$ cat src/core/bic_pkg.sv
package bic_pkg;

  // ==========================================================
  // Register map
  // ==========================================================
  localparam logic [3:0] CTRL_OFFSET = 4'h0;
  localparam logic [15:0] CTRL_RESET = 16'h3ff3;
  // Bits 14, 3 and 2 always read as zero
  localparam logic [15:0] CTRL_RW_MASK = 16'hbff3;
  localparam int WAIT_SEL_BIT = 15;
  localparam logic [31:0] UNMAPPED_READ = 32'h0000_0000;

  // ==========================================================
  // Per-area idle fields
  // ==========================================================
  localparam int AREA_COUNT = 8;
  localparam int AREA_W = 3;
  localparam int IDLE_W = 2;
  // Field lsb per area; areas 1 and 7 have no field
  localparam int AREA_FIELD_LSB [AREA_COUNT] = '{0, 0, 4, 6, 8, 10, 12, 0};
  localparam logic [AREA_COUNT-1:0] AREA_HAS_FIELD = 8'h7d;
  localparam logic [IDLE_W-1:0] IDLE_ONE = 2'h1;
  localparam logic [IDLE_W-1:0] IDLE_NONE = 2'h0;
  localparam logic [IDLE_W-1:0] CODE_TWO = 2'h2;
  localparam logic [IDLE_W-1:0] CODE_THREE = 2'h3;

  // ==========================================================
  // Types
  // ==========================================================
  typedef enum logic [2:0] {
    SEQ_READY = 3'h1,
    SEQ_IDLE = 3'h2,
    SEQ_BUSY = 3'h4
  } bic_seq_t;

  typedef struct packed {
    logic [AREA_W-1:0] area;
    logic write;
  } bic_access_t;

  typedef struct packed {
    logic [15:0] ctrl;
    logic waitreq;
    logic [31:0] rdata;
    bic_seq_t seq;
    logic [IDLE_W-1:0] idle_cnt;
    bic_access_t last;
    logic last_valid;
    logic grant;
    logic idle;
    logic bclk;
    logic wait_s1;
    logic wait_s2;
    logic wait_smp;
    logic mrst_s1;
    logic mrst_s2;
  } bic_state_t;

endpackage

$ cat src/core/bic_top.sv
// Overview of operation
// - Control register is 16 bits, read/write, power-on reset value 0x3ff3.
// - Manual reset and standby leave the control register untouched.
// - Insert programmed idles on area change or read followed by write.
// - Idle field 00 and 01 give one idle, 10 two, 11 three.
// - Area 6 idle field sits in bits 13:12, resets to ones.
// - Area 5 idle field sits in bits 11:10, resets to ones.
// - Area 4 idle field sits in bits 9:8, resets to ones.
// - Area 3 idle field sits in bits 7:6, resets to ones.
// - Area 2 idle field sits in bits 5:4, resets to ones.
// - Area 0 idle field sits in bits 1:0, resets to ones.
// - Wait select bit 15 set samples wait on bus clock falling edge.
// - Bits 14, 3, 2 read zero; software writes only zero there.
//
// Chosen here: the placing of the registers and the Avalon-MM register port.
`timescale 1ns/1ns

module bic_top (
  // Clock and power-on reset
  input wire logic clock_in,
  input wire logic nrst_in,
  // Avalon-MM slave
  input wire logic [3:0] avs_address_in,
  input wire logic avs_read_in,
  input wire logic avs_write_in,
  input wire logic [31:0] avs_writedata_in,
  input wire logic [3:0] avs_byteenable_in,
  output logic [31:0] avs_readdata_out,
  output logic avs_waitrequest_out,
  // Access requests from the bus state controller
  input wire logic acc_req_in,
  input wire logic [bic_pkg::AREA_W-1:0] acc_area_in,
  input wire logic acc_write_in,
  input wire logic acc_done_in,
  input wire logic standby_in,
  output logic acc_grant_out,
  output logic bus_idle_out,
  // Pins
  input wire logic manual_reset_n_in,
  input wire logic ext_wait_in,
  output logic bus_clock_output_out,
  output logic wait_sampled_out
);

  // ==========================================================
  // State
  // ==========================================================
  bic_pkg::bic_state_t state_reg;
  bic_pkg::bic_state_t state_next;

  logic [bic_pkg::IDLE_W-1:0] area_idles [bic_pkg::AREA_COUNT];
  bic_pkg::bic_access_t req_acc;
  logic need_idle;
  logic [bic_pkg::IDLE_W-1:0] idle_amount;
  logic bus_req;
  logic bus_hit;
  logic [15:0] be_mask;
  logic [15:0] wr_value;
  logic manual_reset;
  logic bclk_fall;
  logic bclk_rise;

  // ==========================================================
  // Per-area idle decode
  // ==========================================================
  genvar gi;
  generate
    for (gi = 0; gi < bic_pkg::AREA_COUNT; gi = gi + 1) begin : g_area
      logic [bic_pkg::IDLE_W-1:0] code;
      assign code = state_reg.ctrl[bic_pkg::AREA_FIELD_LSB[gi] +: bic_pkg::IDLE_W];
      always_comb begin
        // Areas without a field add no idles
        if (!bic_pkg::AREA_HAS_FIELD[gi]) begin
          area_idles[gi] = bic_pkg::IDLE_NONE;
        end else if (code == bic_pkg::CODE_THREE) begin
          area_idles[gi] = bic_pkg::CODE_THREE;
        end else if (code == bic_pkg::CODE_TWO) begin
          area_idles[gi] = bic_pkg::CODE_TWO;
        end else begin
          area_idles[gi] = bic_pkg::IDLE_ONE;
        end
      end
    end
  endgenerate

  // ==========================================================
  // Idle need for the pending access
  // ==========================================================
  always_comb begin
    req_acc.area = acc_area_in;
    req_acc.write = acc_write_in;
    need_idle = 1'b0;
    idle_amount = area_idles[state_reg.last.area];
    if (state_reg.last_valid) begin
      if (req_acc.area != state_reg.last.area) begin
        need_idle = 1'b1;
      end else if (!state_reg.last.write && req_acc.write) begin
        need_idle = 1'b1;
      end else begin
        need_idle = 1'b0;
      end
    end
    if (idle_amount == bic_pkg::IDLE_NONE) begin
      need_idle = 1'b0;
    end
  end

  // ==========================================================
  // Register bus decode
  // ==========================================================
  always_comb begin
    bus_req = avs_read_in | avs_write_in;
    bus_hit = avs_address_in == bic_pkg::CTRL_OFFSET;
    be_mask = {{8{avs_byteenable_in[1]}}, {8{avs_byteenable_in[0]}}};
    wr_value = (state_reg.ctrl & ~be_mask) | (avs_writedata_in[15:0] & be_mask);
  end

  assign manual_reset = !state_reg.mrst_s2;
  assign bclk_fall = state_reg.bclk;
  assign bclk_rise = !state_reg.bclk;

  // ==========================================================
  // Next state
  // ==========================================================
  always_comb begin
    state_next = state_reg;
    state_next.grant = 1'b0;

    // Pin synchronisers
    state_next.wait_s1 = ext_wait_in;
    state_next.wait_s2 = state_reg.wait_s1;
    state_next.mrst_s1 = manual_reset_n_in;
    state_next.mrst_s2 = state_reg.mrst_s1;

    // Bus clock output runs at half the core clock
    state_next.bclk = !state_reg.bclk;
    if (state_reg.ctrl[bic_pkg::WAIT_SEL_BIT]) begin
      if (bclk_fall) begin
        state_next.wait_smp = state_reg.wait_s2;
      end
    end else if (bclk_rise) begin
      state_next.wait_smp = state_reg.wait_s2;
    end

    // One wait cycle on every slave access, then complete
    state_next.waitreq = !(bus_req && state_reg.waitreq);
    if (bus_req && state_reg.waitreq) begin
      state_next.rdata = bic_pkg::UNMAPPED_READ;
      if (avs_read_in && bus_hit) begin
        state_next.rdata = {16'h0000, state_reg.ctrl & bic_pkg::CTRL_RW_MASK};
      end
    end
    if (avs_write_in && !state_reg.waitreq && bus_hit) begin
      state_next.ctrl = wr_value & bic_pkg::CTRL_RW_MASK;
    end

    // Access sequencer; manual reset clears it, never the register
    case (state_reg.seq)
      bic_pkg::SEQ_READY: begin
        if (acc_req_in && !standby_in) begin
          if (need_idle) begin
            state_next.seq = bic_pkg::SEQ_IDLE;
            state_next.idle = 1'b1;
            state_next.idle_cnt = idle_amount - 2'h1;
          end else begin
            state_next.seq = bic_pkg::SEQ_BUSY;
            state_next.grant = 1'b1;
            state_next.last = req_acc;
            state_next.last_valid = 1'b1;
          end
        end
      end
      bic_pkg::SEQ_IDLE: begin
        if (state_reg.idle_cnt == bic_pkg::IDLE_NONE) begin
          state_next.seq = bic_pkg::SEQ_BUSY;
          state_next.idle = 1'b0;
          state_next.grant = 1'b1;
          state_next.last = req_acc;
          state_next.last_valid = 1'b1;
        end else begin
          state_next.idle_cnt = state_reg.idle_cnt - 2'h1;
        end
      end
      bic_pkg::SEQ_BUSY: begin
        if (acc_done_in) begin
          state_next.seq = bic_pkg::SEQ_READY;
        end
      end
      default: begin
        state_next.seq = bic_pkg::SEQ_READY;
      end
    endcase

    if (manual_reset) begin
      state_next.seq = bic_pkg::SEQ_READY;
      state_next.idle = 1'b0;
      state_next.grant = 1'b0;
      state_next.idle_cnt = bic_pkg::IDLE_NONE;
      state_next.last_valid = 1'b0;
    end
  end

  // ==========================================================
  // Registers
  // ==========================================================
  always_ff @(posedge clock_in or negedge nrst_in) begin
    if (!nrst_in) begin
      state_reg.ctrl <= bic_pkg::CTRL_RESET;
      state_reg.waitreq <= 1'b1;
      state_reg.rdata <= bic_pkg::UNMAPPED_READ;
      state_reg.seq <= bic_pkg::SEQ_READY;
      state_reg.idle_cnt <= bic_pkg::IDLE_NONE;
      state_reg.last <= '0;
      state_reg.last_valid <= 1'b0;
      state_reg.grant <= 1'b0;
      state_reg.idle <= 1'b0;
      state_reg.bclk <= 1'b0;
      state_reg.wait_s1 <= 1'b0;
      state_reg.wait_s2 <= 1'b0;
      state_reg.wait_smp <= 1'b0;
      state_reg.mrst_s1 <= 1'b1;
      state_reg.mrst_s2 <= 1'b1;
    end else begin
      state_reg <= state_next;
    end
  end

  // Outputs straight from flops
  assign avs_readdata_out = state_reg.rdata;
  assign avs_waitrequest_out = state_reg.waitreq;
  assign acc_grant_out = state_reg.grant;
  assign bus_idle_out = state_reg.idle;
  assign bus_clock_output_out = state_reg.bclk;
  assign wait_sampled_out = state_reg.wait_smp;

endmodule // bic_top

$ cat config.mk
export PLATFORM = sky130hd
export DESIGN_NAME = bic_top
export DESIGN_NICKNAME = d
export VERILOG_FILES = /design/src/core/bic_pkg.sv /design/src/core/bic_top.sv
export SDC_FILE = /design/constraint.sdc
export NUM_CORES = 1
export LEC_CHECK = 0
export BUFFER_PORTS_ARGS = -buffer_cell sky130_fd_sc_hd__buf_2
export CORE_ASPECT_RATIO = 0.9
export CORE_MARGIN = 8
export CORE_UTILIZATION = 45
export DETAILED_ROUTE_END_ITERATION = 6
export PLACE_DENSITY_LB_ADDON = 0.3
export SETUP_SLACK_MARGIN = 0.1
export SLEW_MARGIN = 20
export SYNTH_ARGS = -nofsm -noshare
export SYNTH_HDL_FRONTEND = slang
export SYNTH_SLANG_ARGS = --single-unit
$ cat constraint.sdc
create_clock -name clock_in -period 3.9 [get_ports clock_in]
set_input_delay 1.17 -clock clock_in [delete_from_list [all_inputs] [get_ports clock_in]]
set_output_delay 1.17 -clock clock_in [all_outputs]
set_load 0.005 [all_outputs]
# After elaboration in Yosys (flattened, before gate mapping)
# Cells that the tools add are included.
# word_totals
memories,0
latch_bits,0
romBits,0
elab_cells,110
mem_bits_rw,0
input_bits,53
out_inout_bits,37
reg_bits,64
# op_classes
n_mux,36
n_addsub,2
shift,0
n_bitwise,6
magnitude_cmp,1
eq_ne,28
div_mod_pow,0
mul,0
n_reduce_logical,21
# ops
cell,count
AND 16 bit,2
2-to-1 mux 2 bit,16
== test 2 bit (second input constant),12
inequality test 3 bit (second input constant),6
case mux 9 bit (2 select lines),1
2-to-1 mux 16 bit,1
NOT 16 bit,1
OR 16 bit,1
AND reduction 4 bit,4
2-to-1 mux 12 bit,1
2-to-1 mux 3 bit,4
case mux 3 bit (3 select lines),1
2-to-1 mux 1 bit,8
inequality test 2 bit (second input constant),4
2-to-1 mux 7 bit,1
binary-select mux 2 bit (select 3 bit),1
logical AND 1 bit,6
2-to-1 mux 6 bit,1
zero test 1 bit,5
2-to-1 mux 5 bit,1
>= comparator 4 bit (second input constant),1
zero test 2 bit,2
zero test 4 bit,1
NOT 3 -> 4 bit,1
11 further kinds,12

# Longest topological paths before layout
# Gate-level depths: netlist (run 1).
# logic_depth
word_depth,12
ltp_mapped,12

# Least setup slack after synthesis (run 1)
# Ideal clock, no wire load.
# synth_path
path_kind,input port to flip-flop
from,input acc_area_in[0] (netlist bit)
to,register state_reg[10] (netlist bit)
arrival_ps,2355
setup_time_ps,125
cell_stages,6
slack_ps,1420
cell_sequence,xor2_1 o41ai_2 nand2b_1 and2_4 buf_6 mux2_4
# synth_via
elab_chain_len,6
word_cells_on_any_way,10
# synth_lines
element,line_no,rtl
from (decl),bic_top.sv:32,"input wire logic [bic_pkg::AREA_W-1:0] acc_area_in,"
inequality test 3 bit,bic_top.sv:95,if (req_acc.area != state_reg.last.area) begin
2-to-1 mux 1 bit,bic_top.sv:95,
2-to-1 mux 1 bit,bic_top.sv:94,if (state_reg.last_valid) begin
2-to-1 mux 1 bit,bic_top.sv:103,if (idle_amount == bic_pkg::IDLE_NONE) begin
inequality test 2 bit (no source line),--,
AND reduction 4 bit (no source line),--,
to (signal assigned),bic_top.sv:224,state_reg <= state_next;
to (decl),bic_top.sv:48,bic_pkg::bic_state_t state_reg;
# Parallel ways exist; a longest one is shown, timed or not. The select of a mux whose other input is x is not followed.
# A chain may end at the register's enable or synchronous reset.

# Final worst setup path (run 1)
# layout_path
from,register state_reg[10] (netlist bit)
to,register state_reg[13] (netlist bit)
# layout_via
elab_chain_len,9
word_cells_on_any_way,16
# layout_lines
element,line_no,rtl
NOT 3 -> 4 bit (implied by the code),bic_top.sv:93,idle_amount = area_idles[state_reg.last.area];
binary-select mux 2 bit (select 3 bit),bic_top.sv:93,
2-to-1 mux 2 bit (implied by the code) (2 in a row),bic_top.sv:93,
subtractor 2 x 1 -> 2 bit,bic_top.sv:164,state_next.idle_cnt = idle_amount - 2'h1;
2-to-1 mux 2 bit,bic_top.sv:161,if (need_idle) begin
2-to-1 mux 12 bit,bic_top.sv:160,if (acc_req_in && !standby_in) begin
case mux 9 bit (2 select lines),bic_top.sv:158,case (state_reg.seq)
2-to-1 mux 5 bit,bic_top.sv:194,if (manual_reset) begin
# Parallel ways exist; a longest one is shown, timed or not. The select of a mux whose other input is x is not followed.

==> impl_metrics.env, run 1 <==
export IMPL_status="completed"
export IMPL_p_leak_nw=1.24
export IMPL_cts_hold_fix_buffers=0
export IMPL_grt_ovfl_total=0
export IMPL_drt_iter0_drc=46
export IMPL_num_nets_final=275
export IMPL_synth_area_leader_cell="dfrtp_1"
export IMPL_setup_viol=0
export IMPL_rsz0062_at_grt="no"
export IMPL_cpPeakStageDelay_ps=510
export IMPL_final_common_cell="buf_2"
export IMPL_crit_end="state_reg[13]"
export IMPL_cts_tree="yes"
export IMPL_vdd_drop_max_mv=0.189
export IMPL_cts_setup_buffers=0
export IMPL_synthDistinctLibCells=40
export IMPL_grt_pass1_wl_microns=6640
export IMPL_reg2reg_from="state_reg[10]"
export IMPL_route_detailed_drc=0
export IMPL_critical_path_required_ps=4090
export IMPL_slowest_stage="dfrtp_1"
export IMPL_cts_root_buf="clkbuf_8"
export IMPL_cts_htree_levels=2
export IMPL_hold_viol_final=0
export IMPL_die_w_microns=89.8
export IMPL_die_area_sq_um=7400
export IMPL_clock_skew_ps=8.58
export IMPL_worst_path_dominant_cell_family="compound AO/OA/AOI/OAI gates"
export IMPL_ioPinCount=90
export IMPL_gp_congestion=0.736
export IMPL_ff2ff_path_depth=9
export IMPL_avgViaCountPerCell=4.64
export IMPL_crit_path_start_kind="flop"
export IMPL_timing_final_crit_share=0.645
export IMPL_synth_seq_area_share=0.519
export IMPL_cts_buffers=5
export IMPL_cts_clk_slew_worst_paths_ps=80
export IMPL_syn_area_sq_um=2210
export IMPL_r2r_end="state_reg[13]"
export IMPL_cts_resized_gates=0
export IMPL_relSlewSlack=0.375
export IMPL_p_total_w=0.000995
export IMPL_cp_end_kind="flop"
export IMPL_place_area_sq_um=2330
export IMPL_drv_cap=0
export IMPL_ys_warn_count=0
export IMPL_fin_crit_ps=2510
export IMPL_final_area_sq_um=2420
export IMPL_clock_path_buffers=2
export IMPL_avgRoutedWirePerCell_microns=13.9
export IMPL_core_area_sq_um=4770
export IMPL_fin_ws_ps=1390
export IMPL_synth_area_top_cells="dfrtp_1 (33%), dfstp_2 (19%), buf_4 (11%)"
export IMPL_firstDrtPassIters=4
export IMPL_drv_slew=0
export IMPL_regToRegSetupSlack_ps=1390
export IMPL_drive_gt1_frac=0.430
export IMPL_cp_startpoint="state_reg[10]"
export IMPL_avgSynthCellArea_sq_um=12.1
export IMPL_fmax_mhz=398
export IMPL_start_util=0.462
export IMPL_path_class="flop to flop"
export IMPL_rows=24
export IMPL_drt_wl_total_microns=3990
export IMPL_clk_insertion_delay_late_ps=300
export IMPL_hold_path_class="flop to flop"
export IMPL_worstPathMaxFanout=11
export IMPL_worst_pin_slew_ps=937
export IMPL_fill_cells=450
export IMPL_synth_top_area_share=0.329
export IMPL_antenna_left=0
export IMPL_layout_common_cells="buf_2 (49), dfrtp_1 (29), conb_1 (19), dfstp_2 (16), mux2_2 (14)"
export IMPL_grt_pass1_vias=1412
export IMPL_die_h_microns=82.4
export IMPL_antennaDiodeCount=0
export IMPL_pre_cts_slack_ps=1260
export IMPL_cts_sinks=45
export IMPL_crit_chain="and3b_1 > o311ai_0 > nand2_1 > ha_1 > nor2b_1 > o41ai_2 > o22ai_1 > o21ai_0 > o221a_2"
export IMPL_fin_setup_tns_ps=0
export IMPL_cp_num_buf_inv=0
export IMPL_syn_inst=182
export IMPL_portBuffers=49
export IMPL_antenna_found_initial=0
export IMPL_grt_max_degree=46
export IMPL_critPathArrivalTime_ps=2700
export IMPL_grtUsageTotal=0.113
export IMPL_power_density_nw_per_um2=412
export IMPL_synth_seq_cells=45
export IMPL_crit_cells=9
export IMPL_vias=1327
export IMPL_dp_hpwl_microns=3060
export IMPL_area_growth_pct=9.52
-- report_power, final --
| part | leakage [nW] | internal, W | total, W | switching (W) |
|---|---|---|---|---|
| Combinational | 0.646 | 0.0000855 | 0.000153 | 0.0000677 |
| Sequential | 0.549 | 0.000522 | 0.000571 | 0.0000488 |
| Clock | 0.0450 | 0.000124 | 0.000271 | 0.000147 |
| Total | 1.24 | 0.000732 | 0.000995 | 0.000263 |
-- synth_stat cells --
master	n
a21boi_0	1
a21oi_1	4
a22o_1	13
and2_1	1
and2_4	1
and2b_1	1
and3_1	1
and3b_1	2
buf_1	1
buf_4	32
buf_6	2
clkbuf_1	2
conb_1	1
dfrtp_1	29
dfstp_2	16
ha_1	2
inv_1	6
mux2_2	14
mux2_4	4
mux2i_1	2
nand2_1	6
nand2b_1	3
nand3_1	3
nand3b_1	1
nor2_1	3
nor2b_1	6
nor3b_1	3
nor4_1	1
o211a_1	2
o211ai_1	1
o21ai_0	6
o21bai_1	1
o221a_2	1
o221ai_1	1
o22ai_1	1
o311ai_0	2
o41ai_2	1
or3b_2	1
xnor2_1	1
xor2_1	3
-- how the worst min path moves through the flow --
stage	end	startpoint	cells after the start	slack [ps]
5_1_grt	state_reg[0]	state_next[0]	0	370
4_1_cts	state_reg[0]	state_next[0]	0	360
3_3_place_gp	state_reg[3]	state_next[3]	0	340
6_report	state_reg[0]	state_next[0]	0	360
2_1_floorplan	state_reg[3]	state_next[3]	0	330
3_5_place_dp	state_reg[0]	state_next[0]	0	350
-- per-layer routing --
metal / GRT usage / share of wire
met1: 0.135 / 0.46
met2: 0.178 / 0.45
met3: 0.0605 / 0.083
met4: 0.0253 / 0.0055
met5: 0 / 0
-- final cells by class --
cell class                      instances  area (sq um)  share of cell area
Clock buffer                            6          72.6              0.0300
Clock inverter                          2          10.0             0.00414
Multi-Input combinational cell        112           832               0.344
Timing Repair Buffer                   50           253               0.105
Tap cell                               65          81.3              0.0336
Sequential cell                        45          1150               0.474
Inverter                                6          22.5             0.00932
-- cells by family after synthesis --
logic type,synth area share
AO/OA/AOI/OAI,0.121
flip-flops,0.519
AND/OR/NAND/NOR,0.0890
buffers and inverters,0.134
XOR/XNOR,0.0159
other,0.00170
multiplexers,0.108
adder cells (fa/ha/maj),0.0113
-- stage by stage --
step / hold WS [ps] / utilization / instances
2_1_floorplan: 331 / - / 200
3_3_place_gp: 337 / 0.489 / 278
3_5_place_dp: 347 / 0.489 / 278
4_1_cts: 358 / 0.506 / 286
5_1_grt: 367 / 0.506 / 286
6_report: 357 / 0.506 / 286
Note: power is estimated with default switching activity, not from simulation.
==> run 2: changes to the inputs <==
- ABC_AREA: not set -> 1
- clock period: 3.9 -> 2.6 ns (I/O delays scaled with it)
==> run 2 against run 1 <==
Against the previous run: critical path depth increased by 1; sequential share of layout area decreased by 3.6 points; die area increased by 5.4%; global-route usage increased by 1.0 points; via count increased by 35%; combinational power increased to 3.8 times the previous value; non-clock buffer count increased by 3; utilization increased by 0.11 points; largest power group unchanged; synthesized cell count increased by 58%; first-iteration DRC count increased by 72%; critical endpoint unchanged.
==> impl_metrics.env, run 2 <==
export IMPL_power_density_nw_per_um2=750
export IMPL_cts_root_buf="clkbuf_8"
export IMPL_met3_usage=0.0312
export IMPL_vdd_drop_max_mv=0.291
export IMPL_num_nets_final=383
export IMPL_cts_tree="yes"
export IMPL_holdWs_ps=358
export IMPL_synthDistinctLibCells=29
export IMPL_met1_usage=0.161
export IMPL_ioPinCount=90
export IMPL_fin_setup_tns_ps=0
export IMPL_synth_area_leader_cell="dfrtp_1"
export IMPL_crit_chain="nor2_1 > o31ai_1 > o21ai_0 > ha_1 > nor2_1 > nand3_2 > nand2_1 > nand2_1 > nand2_1 > nand2_1"
export IMPL_fmax_mhz=531
export IMPL_cp_end_kind="flop"
export IMPL_cts_setup_buffers=0
export IMPL_cts_htree_levels=2
export IMPL_grtUsageTotal=0.124
export IMPL_rows=25
export IMPL_worst_pin_slew_ps=554
export IMPL_synth_flop_cell="dfrtp_1"
export IMPL_regToRegSetupSlack_ps=720
export IMPL_min_to="state_reg[0]"
export IMPL_antennaDiodeCount=0
export IMPL_final_common_cell="nand2_1"
export IMPL_relSlewSlack=0.631
export IMPL_antenna_found_initial=0
export IMPL_slowest_stage="dfstp_2"
export IMPL_grt_max_degree=46
export IMPL_drv_slew=0
export IMPL_path_class="flop to flop"
export IMPL_critPathArrivalTime_ps=2070
export IMPL_r2r_end="state_reg[13]"
export IMPL_timing_final_crit_share=0.725
export IMPL_globalRouteMet2Util=0.186
export IMPL_gp_congestion=0.847
export IMPL_worst_path_most_repeated_cell="nand2_1"
export IMPL_synth_seq_cells=45
export IMPL_ff2ff_path_depth=10
export IMPL_layout_common_cells="nand2_1 (96), buf_2 (49), nand3_1 (31), dfrtp_1 (29), inv_1 (22)"
export IMPL_synth_seq_area_share=0.487
export IMPL_drv_cap=0
export IMPL_hold_path_startpoint="state_next[0]"
export IMPL_route_detailed_drc=0
export IMPL_dp_hpwl_microns=3620
export IMPL_drt_wl_total_microns=4560
export IMPL_portBuffers=49
export IMPL_clock_path_buffers=2
export IMPL_vias=1790
export IMPL_hold_viol_final=0
export IMPL_cts_buffers=5
export IMPL_setup_viol=0
export IMPL_yosysMostFrequentCell="nand2_1"
export IMPL_die_w_microns=92.3
export IMPL_worstPathMaxFanout=4
export IMPL_synth_area_top_cells="dfrtp_1 (31%), dfstp_2 (18%), nand2_1 (15%)"
export IMPL_dp_cells=388
export IMPL_grt_ovfl_total=0
export IMPL_drt_iter0_drc=79
export IMPL_drive_gt1_frac=0.277
export IMPL_ys_warn_count=0
export IMPL_core_area_sq_um=5160
export IMPL_syn_inst=287
export IMPL_start_util=0.456
export IMPL_cpPeakStageDelay_ps=570
export IMPL_cts_resized_gates=0
export IMPL_syn_area_sq_um=2350
export IMPL_firstDrtPassIters=4
export IMPL_area_growth_pct=11.2
export IMPL_async_flop_share=1.00
export IMPL_crit_path_start_kind="flop"
export IMPL_synth_commonest_cells="nand2_1 (96), buf_4 (33), nand3_1 (31)"
export IMPL_avgViaCountPerCell=4.52
export IMPL_synth_edf_count=0
export IMPL_rsz0062_at_grt="no"
export IMPL_p_leak_nw=1.48
export IMPL_cts_sinks=45
export IMPL_top_usage_layer="met2"
export IMPL_cts_clk_slew_worst_paths_ps=80
export IMPL_grt_pass1_wl_microns=8010
export IMPL_hold_path_class="flop to flop"
export IMPL_antenna_left=0
export IMPL_grt_pass1_vias=1846
export IMPL_avgRoutedWirePerCell_microns=11.5
export IMPL_final_cells=396
export IMPL_hold_depth=0
export IMPL_fin_crit_ps=1880
export IMPL_avgSynthCellArea_sq_um=8.20
export IMPL_die_h_microns=84.6
export IMPL_fin_ws_ps=715
export IMPL_p_total_w=0.00196
export IMPL_critical_path_required_ps=2780
export IMPL_clock_skew_ps=9.49
export IMPL_synth_top_area_share=0.308
export IMPL_pre_cts_slack_ps=614
export IMPL_clk_insertion_delay_late_ps=290
export IMPL_cts_hold_fix_buffers=0
export IMPL_status="completed"
export IMPL_die_area_sq_um=7810
export IMPL_fill_cells=509
[run 2: final cells by class]
class | count | area (sq um) | share of cell area
Clock inverter | 1 | 5.00 | 0.00191
Inverter | 25 | 93.8 | 0.0358
Timing Repair Buffer | 53 | 275 | 0.105
Sequential cell | 45 | 1150 | 0.438
Multi-Input combinational cell | 198 | 918 | 0.351
Clock buffer | 7 | 96.3 | 0.0368
Tap cell | 67 | 83.8 | 0.0320
[run 2: routing by layer]
metal / share of wire / vias up / wire [microns]
met5: 0 / - / 0
met4: 0.014 / 0 / 63
met3: 0.061 / 4 / 280
met2: 0.43 / 55 / 1980
met1: 0.49 / 793 / 2230
li1: - / 938 / -
[run 2: worst max-delay path by stage]
stage / endpoint / slack [ps] / depth (start not counted)
floorplan: state_reg[13] / 930 / 12
global placement: flop / 650 / 7
detailed placement: flop / 610 / 7
CTS: state_reg[13] / 710 / 10
global route: state_reg[13] / 440 / 11
finish: state_reg[13] / 720 / 10
[run 2: kinds of logic after synthesis]
logic type,Yosys count,synth area share
xor gates and xnor gates,1,0.00372
adders and majority gates,2,0.0106
muxes,1,0.00478
AOI/OAI and AO/OA,18,0.0457
buffers and inverters,62,0.152
and+or+nand+nor,157,0.295
DFF,45,0.487
other,1,0.00159
[run 2: metrics by stage]
stage	util	area [sq um]
after floorplan	-	2420
after global placement	0.488	2520
after detailed placement	0.488	2520
after CTS	0.507	2620
after global routing	0.507	2620
final	0.507	2620
[run 2: worst max-delay path, delay by kind of cell, from the launching register on]
| kind | cells | cell delay, ps |
|---|---|---|
| flip-flops | 1 | 570 |
| adder cells (fa/ha/maj) | 1 | 200 |
| AO/OA/AOI/OAI | 2 | 360 |
| AND/OR/NAND/NOR | 7 | 650 |
[run 2: report_power, final]
group / total, W / internal [W] / switching, W
Combinational: 0.000576 / 0.000219 / 0.000357
Sequential: 0.000929 / 0.000828 / 0.000101
Clock: 0.000458 / 0.000240 / 0.000218
Total: 0.00196 / 0.00129 / 0.000676
